<file path="src/rx_intake_pkg.sv">
// Package for the receiver sample intake and status block.
// Assumes one 50 MHz system clock; all backplane and host signals arrive as plain ports.
package rx_intake_pkg;
  localparam int unsigned CLK_HZ          = 50_000_000;
  localparam int unsigned BEAT_PERIOD_MS  = 500;
  localparam int unsigned BEAT_OFF_MS     = 20;
  localparam int unsigned BEAT_PERIOD_CYC = CLK_HZ / 1000 * BEAT_PERIOD_MS;
  localparam int unsigned BEAT_OFF_CYC    = CLK_HZ / 1000 * BEAT_OFF_MS;
  localparam int unsigned INIT_CYC        = 16;
  localparam int unsigned SAMPLE_W        = 16;
  localparam int unsigned BASIC_W         = 12;
  localparam int unsigned ACC_DEPTH       = 64;
  localparam int unsigned ACC_AW          = 6;
  localparam int unsigned ACC_W           = 32;
  localparam int unsigned WORK_MEM_BYTES  = 4 * 1024 * 1024;
  localparam int unsigned STORE_MEM_BYTES = 16 * 1024 * 1024;
  localparam int unsigned TRIG_W          = 16;
  localparam logic [ACC_AW-1:0] ADDR_ZERO = 6'h00;

  typedef enum logic [1:0] {ST_INIT, ST_IDLE, ST_ACQ, ST_SEND} phase_e;

  // One outgoing accumulated word with its fast-link copy flag.
  typedef struct packed {
    logic             link_copy;
    logic [ACC_W-1:0] data;
  } out_word_s;
endpackage : rx_intake_pkg

</file>
<file path="src/receiver_sample_intake_status.sv">
// Sample intake, accumulation, output buffering and front-panel status logic.
// Assumes gate inputs come from the backplane (synchronised here) and that
// the sample word and its valid arrive on sys_clk from the digitizer interface.
// Summary of operation
// - Take samples only while accept gate high
// - Extended variant 16-bit, basic 12-bit samples
// - Ready on, off 20 ms every 500 ms
// - Acquisition indicator lit during acquisition
// - Transmit indicator lit while sending to host
// - Receive indicator lit while host data arrives
// - Intake sustains two 20 MHz streams
// - Working and storage memory sizes provided
// - Accumulate over scans, buffer, send to host
// - Extended variant also streams on fast link
// - Forward amplifier display data to host
// - Configuration command discovers rack units
// - Relay host traffic to rack units
// - Extended variant has programmable trigger output
// - Store samples when digitizer gate, else zeros
// - All timing from common backplane clock
module receiver_sample_intake_status
  import rx_intake_pkg::*;
#(
  parameter bit          EXTENDED  = 1'b1,
  parameter int unsigned PERIOD_CYC = BEAT_PERIOD_CYC,
  parameter int unsigned OFF_CYC    = BEAT_OFF_CYC,
  parameter int unsigned SCAN_LEN   = ACC_DEPTH
) (
  // Clock and reset.
  input  wire logic                sys_clk,
  input  wire logic                rst_n,
  // Backplane gates from the observe signal generator.
  input  wire logic                accept_gate,
  input  wire logic                digitizer_gate,
  // Sample words from the receiver digitizer, two per clock slot.
  input  wire logic [SAMPLE_W-1:0] sample_a,
  input  wire logic [SAMPLE_W-1:0] sample_b,
  input  wire logic                sample_valid,
  // Acquisition control.
  input  wire logic [15:0]         scan_count,
  // Host side result stream.
  output logic [ACC_W-1:0]         host_data,
  output logic                     host_valid,
  input  wire logic                host_ready,
  // Fast link stream to the real-time controller.
  output logic [ACC_W-1:0]         link_data,
  output logic                     link_valid,
  // Inward host traffic and relay to rack units.
  input  wire logic [7:0]          host_rx_data,
  input  wire logic                host_rx_valid,
  output logic [7:0]               rack_data,
  output logic                     rack_valid,
  input  wire logic                cfg_command,
  input  wire logic [7:0]          slot_present,
  output logic [7:0]               rack_map,
  output logic                     rack_map_valid,
  // Amplifier display data from the backplane serial bus.
  input  wire logic [7:0]          amp_display_byte,
  input  wire logic                amp_display_valid,
  output logic [7:0]               amp_fwd_data,
  output logic                     amp_fwd_valid,
  // User trigger.
  input  wire logic [TRIG_W-1:0]   trig_delay,
  output logic                     user_trigger_output,
  // Front panel indicators.
  output logic                     ready_led,
  output logic                     acq_led,
  output logic                     net_transmit_indicator,
  output logic                     net_receive_indicator
);

  // All module registers except the accumulator memory in one record.
  typedef struct packed {
    logic [1:0]        acc_sync;
    logic [1:0]        dig_sync;
    phase_e            phase;
    logic [31:0]       beat_cnt;
    logic [7:0]        init_cnt;
    logic [ACC_AW-1:0] wr_idx;
    logic [ACC_AW-1:0] rd_idx;
    logic [15:0]       scans_done;
    logic              acc_prev;
    logic [TRIG_W-1:0] trig_cnt;
    logic              trig_arm;
    logic              trig;
    logic [7:0]        rack_d;
    logic              rack_v;
    logic [7:0]        map;
    logic              map_v;
    logic [7:0]        amp_d;
    logic              amp_v;
    logic              rx_seen;
    out_word_s [1:0]   buf_word;
    logic              buf_head;
    logic [1:0]        buf_cnt;
  } state_s;

  state_s state_reg;
  state_s state_next;

  // Working accumulation memory; a slice of the full working memory.
  logic [ACC_W-1:0] acc_mem [ACC_DEPTH];

  // Sample width of the selected variant; basic variant drops the top bits.
  function automatic logic [ACC_W-1:0] widen(input logic [SAMPLE_W-1:0] s);
    logic [SAMPLE_W-1:0] m;
    m = EXTENDED ? s : {{(SAMPLE_W-BASIC_W){s[BASIC_W-1]}}, s[BASIC_W-1:0]};
    return {{(ACC_W-SAMPLE_W){m[SAMPLE_W-1]}}, m};
  endfunction : widen

  logic              accept_s;
  logic              dig_s;
  logic              take;
  logic [ACC_W-1:0]  pair_sum;
  logic              buf_push;
  logic              buf_pop;
  logic              buf_full;
  logic [ACC_AW-1:0] last_idx;

  assign accept_s = state_reg.acc_sync[1];
  assign dig_s    = state_reg.dig_sync[1];
  assign last_idx = ACC_AW'(SCAN_LEN - 1);
  // Only the synchronised gate is looked at; both streams enter per clock.
  assign take     = accept_s && sample_valid && state_reg.phase == ST_ACQ;
  assign pair_sum = dig_s ? widen(sample_a) + widen(sample_b) : '0;
  assign buf_full = state_reg.buf_cnt == 2'h2;
  assign buf_push = state_reg.phase == ST_SEND && !buf_full;
  assign buf_pop  = host_valid && host_ready;

  // Next-state logic for the whole block.
  always_comb begin
    state_next = state_reg;
    state_next.acc_sync = {state_reg.acc_sync[0], accept_gate};
    state_next.dig_sync = {state_reg.dig_sync[0], digitizer_gate};
    state_next.acc_prev = accept_s;
    state_next.rack_v   = 1'b0;
    state_next.map_v    = 1'b0;
    state_next.amp_v    = 1'b0;
    state_next.trig     = 1'b0;
    state_next.rx_seen  = host_rx_valid;
    // Heartbeat runs only once initialisation has finished.
    if (state_reg.phase != ST_INIT) begin
      state_next.beat_cnt = (state_reg.beat_cnt == PERIOD_CYC - 1) ? '0
                            : state_reg.beat_cnt + 32'h1;
    end
    unique case (state_reg.phase)
      ST_INIT: begin
        // Memory is cleared word by word, indicators stay dark.
        state_next.wr_idx = state_reg.wr_idx + ACC_AW'(1);
        if (state_reg.wr_idx == ACC_AW'(ACC_DEPTH - 1)) begin
          state_next.phase = ST_IDLE;
          state_next.wr_idx = ADDR_ZERO;
        end
      end
      ST_IDLE: begin
        if (accept_s && !state_reg.acc_prev) begin
          state_next.phase      = ST_ACQ;
          state_next.scans_done = '0;
          state_next.wr_idx     = ADDR_ZERO;
          state_next.trig_arm   = 1'b1;
          state_next.trig_cnt   = trig_delay;
        end
      end
      ST_ACQ: begin
        if (take) begin
          if (state_reg.wr_idx == last_idx) begin
            state_next.wr_idx     = ADDR_ZERO;
            state_next.scans_done = state_reg.scans_done + 16'h1;
            if (state_reg.scans_done + 16'h1 >= scan_count) begin
              state_next.phase  = ST_SEND;
              state_next.rd_idx = ADDR_ZERO;
            end
          end else begin
            state_next.wr_idx = state_reg.wr_idx + ACC_AW'(1);
          end
        end
      end
      ST_SEND: begin
        if (buf_push) begin
          state_next.rd_idx = state_reg.rd_idx + ACC_AW'(1);
          if (state_reg.rd_idx == last_idx) begin
            state_next.phase = ST_IDLE;
          end
        end
      end
    endcase
    // Two-entry output buffer so a host stall loses no word.
    if (buf_push) begin
      state_next.buf_word[state_reg.buf_head ^ state_reg.buf_cnt[0]] =
        '{link_copy: EXTENDED, data: acc_mem[state_reg.rd_idx]};
    end
    if (buf_pop) begin
      state_next.buf_head = ~state_reg.buf_head;
    end
    state_next.buf_cnt = state_reg.buf_cnt + {1'b0, buf_push} - {1'b0, buf_pop};
    // Programmable trigger fires once a set delay after acquisition start.
    if (EXTENDED && state_reg.trig_arm) begin
      if (state_reg.trig_cnt == '0) begin
        state_next.trig     = 1'b1;
        state_next.trig_arm = 1'b0;
      end else begin
        state_next.trig_cnt = state_reg.trig_cnt - TRIG_W'(1);
      end
    end
    // Rack master relay, discovery and display forwarding.
    if (host_rx_valid) begin
      state_next.rack_d = host_rx_data;
      state_next.rack_v = 1'b1;
    end
    if (cfg_command) begin
      state_next.map   = slot_present;
      state_next.map_v = 1'b1;
    end
    if (amp_display_valid) begin
      state_next.amp_d = amp_display_byte;
      state_next.amp_v = 1'b1;
    end
  end

  // State register; memory writes kept beside it without reset.
  always_ff @(posedge sys_clk or negedge rst_n) begin
    if (!rst_n) begin
      state_reg <= '0;
    end else begin
      state_reg <= state_next;
    end
  end

  // Accumulator memory: cleared in init, first scan overwrites, later scans add.
  always_ff @(posedge sys_clk) begin
    if (state_reg.phase == ST_INIT) begin
      acc_mem[state_reg.wr_idx] <= '0;
    end else if (take) begin
      acc_mem[state_reg.wr_idx] <= (state_reg.scans_done == '0) ? pair_sum
                                   : acc_mem[state_reg.wr_idx] + pair_sum;
    end
  end

  // Outputs; everything runs on the single backplane-derived clock.
  assign host_data   = state_reg.buf_word[state_reg.buf_head].data;
  assign host_valid  = state_reg.buf_cnt != 2'h0;
  assign link_data   = host_data;
  assign link_valid  = buf_pop && state_reg.buf_word[state_reg.buf_head].link_copy;
  assign rack_data   = state_reg.rack_d;
  assign rack_valid  = state_reg.rack_v;
  assign rack_map    = state_reg.map;
  assign rack_map_valid = state_reg.map_v;
  assign amp_fwd_data   = state_reg.amp_d;
  assign amp_fwd_valid  = state_reg.amp_v;
  assign user_trigger_output = state_reg.trig;
  assign ready_led   = state_reg.phase != ST_INIT && state_reg.beat_cnt >= OFF_CYC;
  assign acq_led     = state_reg.phase == ST_ACQ;
  // Network lamps stay dark through init even if traffic already arrives.
  assign net_transmit_indicator = state_reg.phase != ST_INIT
                                  && (host_valid || state_reg.amp_v);
  assign net_receive_indicator  = state_reg.phase != ST_INIT
                                  && state_reg.rx_seen;
endmodule : receiver_sample_intake_status

</file>
<file path="config.mk">
export PLATFORM = sky130hd
export DESIGN_NAME = receiver_sample_intake_status
export DESIGN_NICKNAME = d
export VERILOG_FILES = /design/src/rx_intake_pkg.sv /design/src/receiver_sample_intake_status.sv
export SDC_FILE = /design/constraint.sdc
export NUM_CORES = 2
export LEC_CHECK = 0
export ABC_CLOCK_PERIOD_IN_PS = 25300
export BUFFER_PORTS_ARGS = -buffer_cell sky130_fd_sc_hd__buf_2
export CORE_MARGIN = 8
export CORE_UTILIZATION = 48
export CTS_BUF_LIST = sky130_fd_sc_hd__clkbuf_8
export DETAILED_ROUTE_END_ITERATION = 7
export PLACE_DENSITY = 0.73
export SLEW_MARGIN = 30
export SYNTH_ARGS = -nofsm -noshare
export SYNTH_HDL_FRONTEND = slang
export SYNTH_SLANG_ARGS = --single-unit
</file>
<file path="constraint.sdc">
create_clock -name sys_clk -period 25.3 [get_ports sys_clk]
set_clock_uncertainty 0.1 [all_clocks]
set_input_delay 3.795 -clock sys_clk [delete_from_list [all_inputs] [get_ports sys_clk]]
set_output_delay 3.795 -clock sys_clk [all_outputs]
set_load 0.05 [all_outputs]
</file>
Yosys cells after proc, flatten, opt, wreduce, memory -nomap -nowiden
Memories as Yosys holds them, arrays and structs flattened.
Cells that the tools add are included.

storage, ports and cells
  register bits = 182
  memories = 1
  logic and storage cells = 121
  memory bits (writable) = 2,048
  input bits = 97
  output and inout port bits = 98

operators by class
  reduce and logical (&&, ||, !) cells = 25
  equality and inequality tests = 14
  muxes and demuxes = 40
  add/subtract/negate cells = 9
  $lt $le $gt $ge = 5
  bitwise gates (word level) = 3

memory list
  name     words  width  rd ports  clocked after Yosys merged registers in  wr ports  line                                  source
  acc_mem  64     32     2         0                                        1         receiver_sample_intake_status.sv:102  logic [ACC_W-1:0] acc_mem [ACC_DEPTH];

operators by type and width
  operator                                                             count
  two-way mux 32 bit                                                   4
  two-way mux 33 bit                                                   3
  bitwise mux 66 bit                                                   1
  two-way mux 17 bit                                                   2
  demux 33 bit (select 1 bit)                                          1
  adder 32 x 1 -> 32 bit, second input constant                        1
  adder 32 bit                                                         1
  equality test 32 x 25 -> 1 bit, second input constant                1
  greater-or-equal comparator 32 x 20 -> 1 bit, second input constant  1
  zero test 16 bit                                                     2
  two-way mux 16 bit                                                   2
  case mux 16 bit (2 select lines)                                     1
  two-way mux 28 bit                                                   1
  two-way mux 6 bit                                                    4
  two-way mux 22 bit                                                   1
  two-way mux 18 bit                                                   1
  case mux 6 bit (3 select lines)                                      1
  adder 16 x 16 -> 17 bit                                              1
  adder 16 x 1 -> 16 bit, second input constant                        1
  greater-or-equal comparator 16 bit                                   1
  two-way mux 2 bit                                                    8
  subtractor 16 x 1 -> 16 bit, second input constant                   1
  adder 6 x 1 -> 6 bit, second input constant                          2
  equality test 6 bit, second input constant                           2
  24 further kinds                                                     52

Longest topological paths before layout
  depth after elaboration = 6
  depth in mapped cells = 25

Least setup slack after synthesis
Ideal clock, no wire load.

  path kind = input to register
  start = input sample_a[0]
  end = memory acc_mem[0][20], data pin
  path buffers = 0
  cell stages on the path = 23
  library setup time = 0.864 ns
  data arrival time = 10.604 ns
  setup slack = 13.732 ns
  cells stage by stage = ha_1 inv_1 fa_1 nor2b_1 o21a_1 o21ai_1 a21oi_1 a211o_1 a21oi_1 o21bai_1 a21oi_1 xor2_1 nor2_1 ha_1 a21o_1 a21o_1 a21oi_1 o21bai_1 a41oi_1 o21ai_1 a21oi_1 mux2i_1 nor4_1

on the way
  longest elaborated chain between the ends = 5

ends and longest elaborated chain
  what                                   line                                  source
  start: declaration                     receiver_sample_intake_status.sv:36   input wire logic [SAMPLE_W-1:0] sample_a,
  adder 16 x 16 -> 17 bit *              receiver_sample_intake_status.sv:125  assign pair_sum = dig_s ? widen(sample_a) + widen(sample_b) : '0;
  two-way mux 32 bit *                   receiver_sample_intake_status.sv:125
  adder 32 bit                           receiver_sample_intake_status.sv:235  : acc_mem[state_reg.wr_idx] + pair_sum;
  two-way mux 32 bit *                   receiver_sample_intake_status.sv:234  acc_mem[state_reg.wr_idx] <= (state_reg.scans_done == '0) ? pair_sum
  two-way mux 32 bit (no source line) *  n/a
  end: declaration                       receiver_sample_intake_status.sv:102

Mark *: on every way between the ends. The rest lies on a longest branch, timed or not.

Worst setup path after layout
  start = input sample_a[0]
  end = memory acc_mem[40][31], data pin

The elaborated chain is that of the path after synthesis.

==> results.yml <==
outcome:
  run_status: "finished, violations left"
  violated_checks: "DRC"
floorplanning:
  fp.dieH_um: 472.7
  chipWidth_um: 472.7
  dieArea_mm2: 0.2235
  ioPinCount: 195
  initial_core_util_pct: 48.30
  std_cell_rows: 167
  core_area_mm2: 0.2073
worst_setup_path:
  crit-reg2reg-launch: "state_reg[138]$_DFFE_PN0P_"
  max_stage_delay_ps: 480
  critical_path.endpoint_type: "flip-flop"
  flop_to_flop_setup_slack_ps: 16410
  critical_path.startpoint_type: "input pin"
  critical-path-top-cell-by-count: "sky130_fd_sc_hd__a21oi_1"
  timing.critical_path.slowest_stage_cell: "sky130_fd_sc_hd__buf_4"
  critPathKind: "in -> reg"
  r2r_cells: 19
  cp.required_ps: 25980
  crit_arrival_ps: 9700
  reg2reg_to: "acc_mem[40][31]$_DFFE_PP_"
  crit_path_max_fanout: 64
clock_tree:
  cts_max_path_buffers: 4
  cts_htree_levels: 5
  tritoncts_num_sinks: 2229
  clock_insertion_delay_worst_skew_ps: 1090
  cts_made_buffers: 362
  post_cts_resized: 0
  clock_root_buffer: "sky130_fd_sc_hd__clkbuf_8"
  clkSlewWorstSetupHoldPaths_ps: 60
  cts_setup_buffers: 0
  postCtsHoldBufs: 0
  cts_tree: "yes"
finish:
  share_of_post_route_cells_with_drive_strength_above_1_pct: 27.71
  n_fill_cell: 15786
  finish.cell_count_without_fillers: 9284
  layout.nets: 6381
  design_area_mm2: 0.1127
  flip_flop_count_of_the_largest_register_all_copies_and_words_added: 2048
  synthToLayoutAreaGrowth_pct: 12.53
timing:
  postLayoutSetupSlackWorst_ps: 16280
  timing.setup.tns_ps: 0
  timing.final.crit_period_ps: 9023
  finalHoldViolCount: 0
  final_max_slew_viol_count: 0
  clock.fmax_mhz: 110.8
  setup_violations: 0
  fin_crit_sh_pct: 35.66
  worst_slew_margin_rel_pct: 23.00
  worst_slew_pin_slew_ps: 1152
  unrepaired_setup_endpoints_after_global_routing: "false"
grt:
  grt_antenna_before_repair: 9
  grt_remaining_overflow: 0
  grtUsageTotal_pct: 30.11
  via_count_of_the_first_global_routing_pass: 67603
  maximum_number_of_pins_on_one_net_before_global_route_repair: 146
  grt_pass1_wl_um: 486800
power:
  cellLeakagePower_uw: 0.02989
  sequentialPowerShare_pct: 55.4
  powerDensity_mw_per_mm2: 63.75
  netSwitchingFraction_pct: 22.19
  combPwrFrac_pct: 2.9
  clock_power_share_pct: 41.7
  totalPowerFinal_uw: 7183
  peakVddDrop_mv: 0.08939
  p_int_uw: 5589
  switch_pwr_uw: 1594
drt:
  detail_route.iter0.violations: 12995
  wire_length_after_detailed_routing_um: 349800
  viasPerCell: 7.399
  vias: 68693
  postRouteAntennaNets: 0
  avgRoutedWirePerCell_um: 37.67
  route.detailed.drc: 7
  drt_pre_antenna_iters: 8
placed_design:
  dp_worst_setup_slack_ps: 15350
  place_hpwl_um: 192700
  placed_cells_incl_taps: 8617
  placement.io_buffers: 194
  placed_area_mm2: 0.1056
  gpl.final_weighted_congestion: 0.9194
job:
  max_cap_viol_count: 0
synth:
  synth_commonest_cells: "2048 x sky130_fd_sc_hd__edfxtp_1, 903 x sky130_fd_sc_hd__o22ai_1, 672 x sky130_fd_sc_hd__mux4_2, 314 x sky130_fd_sc_hd__clkbuf_1, 213 x sky130_fd_sc_hd__nor4_1"
  synth-warning-count: 0
  synth_edf_count: 2048
  ys.flop_type: "sky130_fd_sc_hd__edfxtp_1"
  synth.net_count: 6110
  synthDominantCellAreaShare_pct: 61.42
  ys_seq_elements: 2229
  proportion_of_synthesized_flip_flops_having_asynchronous_set_or_reset_pct: 8.120
  synth_cell_types: 70
  synth_most_common_cell: "sky130_fd_sc_hd__edfxtp_1"
  synth_area_mm2: 0.1001
  seq_area_frac_synth_pct: 65.95
  synthesized_area_per_cell_um2: 16.88
  synth_top_cells_by_area: "sky130_fd_sc_hd__edfxtp_1 61%, sky130_fd_sc_hd__mux4_2 15%, sky130_fd_sc_hd__o22ai_1 5.6%, sky130_fd_sc_hd__dfrtp_1 4.5%, sky130_fd_sc_hd__mux2_2 1.4%"
  synthDominantAreaCellType: "sky130_fd_sc_hd__edfxtp_1"
  count_of_mapped_cells_out_of_synthesis: 5932
min_path:
  hold_start: "state_next[187]$_DFF_PN0_"
  whs_path_depth: 0
  timing.hold.worst.class: "reg -> reg"
  worst_hold_path.endpoint: "dig_s$_DFF_PN0_"
[power groups by stage]
stage,Combinational [uW],Clock [uW],Sequential (uW)
CTS,208,2990,3980
finish,212,2990,3980
global placement,201,0,4050
global route,225,3140,3980
floorplan,138,0,4050
detailed placement,206,0,4050
[placed cells by master (no fill, tap or decap), types with 16 or more instances in the layout]
master,instances
sky130_fd_sc_hd__edfxtp_1,2048
sky130_fd_sc_hd__o22ai_1,900
sky130_fd_sc_hd__mux4_2,672
sky130_fd_sc_hd__clkbuf_8,375
sky130_fd_sc_hd__nor4_1,205
sky130_fd_sc_hd__buf_2,193
sky130_fd_sc_hd__dfrtp_1,174
sky130_fd_sc_hd__inv_1,172
sky130_fd_sc_hd__buf_4,161
sky130_fd_sc_hd__nand2_1,131
sky130_fd_sc_hd__mux2_2,123
sky130_fd_sc_hd__nor2_1,99
sky130_fd_sc_hd__clkinv_1,91
sky130_fd_sc_hd__ha_1,79
sky130_fd_sc_hd__nor3_1,75
sky130_fd_sc_hd__a22oi_1,68
sky130_fd_sc_hd__nor2_4,65
sky130_fd_sc_hd__o21ai_0,59
sky130_fd_sc_hd__o221ai_1,55
sky130_fd_sc_hd__a21oi_1,55
sky130_fd_sc_hd__o22a_1,54
sky130_fd_sc_hd__xnor2_1,48
sky130_fd_sc_hd__nand3_1,47
sky130_fd_sc_hd__xor2_1,39
sky130_fd_sc_hd__clkinv_2,39
sky130_fd_sc_hd__buf_16,36
sky130_fd_sc_hd__a31oi_1,35
sky130_fd_sc_hd__a22o_1,31
sky130_fd_sc_hd__a221oi_1,30
sky130_fd_sc_hd__a21oi_4,21
sky130_fd_sc_hd__and3_1,17
sky130_fd_sc_hd__a21o_1,17
sky130_fd_sc_hd__bufinv_16,17
sky130_fd_sc_hd__nand4_1,16
[metal layers]
layer  track usage, %  vias up  routed length [um]
met1            36.99    33699              107600
met4            19.52       13               28330
li1                 -    25934                   -
met2            43.74     7297              148800
met3            12.80     1750               64770
met5           0.6395        -                 262
[area by class of cell]
type / count / area, um^2 / share of cell area [%]
clock inverter: 271 / 1548 / 1.374
tap: 2788 / 3488 / 3.096
clock buffer: 375 / 5161 / 4.581
inverter: 57 / 214.0 / 0.1899
antenna: 11 / 27.53 / 0.02443
multi-input combinational: 3136 / 32570 / 28.90
timing repair buffer: 417 / 3615 / 3.208
sequential: 2229 / 66050 / 58.62
[critical path, delay by kind of cell]
kind                       cells  cell delay, ps
AOI/OAI and AO/OA             11            2750
and+or+nand+nor                6            1110
buffers and inverters          4            1010
adders and majority gates      3             770
xor gates and xnor gates       1             190
[kinds of logic (layout without fill, tap and decap cells)]
| family | Yosys count | in the layout | share of synthesized area, % |
|---|---|---|---|
| xor gates and xnor gates | 87 | 87 | 0.7610 |
| buffers and inverters | 567 | 1120 | 2.551 |
| DFF | 2229 | 2229 | 65.95 |
| other | 0 | 11 | 0 |
| and+or+nand+nor | 759 | 759 | 3.884 |
| AOI/OAI and AO/OA | 1409 | 1409 | 9.282 |
| adders and majority gates | 81 | 81 | 1.027 |
| muxes | 800 | 800 | 16.55 |
[worst max-delay path by stage]
stage,start,to,slack (ps)
finish,sample_a[0],acc_mem[40][31]$_DFFE_PP_,16280
global route,sample_a[0],acc_mem[41][31]$_DFFE_PP_,15940
CTS,sample_a[0],acc_mem[23][31]$_DFFE_PP_,16440
detailed placement,sample_a[0],acc_mem[36][31]$_DFFE_PP_,15350
global placement,sample_a[0],acc_mem[11][28]$_DFFE_PP_,15120
floorplan,sample_a[0],acc_mem[0][20]$_DFFE_PP_,13730
[per-stage QoR]
stage          utilization (%)  hold WS, ps
2_1_floorplan                -        231.2
3_3_place_gp             50.55        237.8
3_5_place_dp             50.97        241.9
4_1_cts                  54.20        265.0
5_1_grt                  54.35        269.6
6_report                 54.36        257.1
Note: power is estimated with default switching activity, not from simulation.
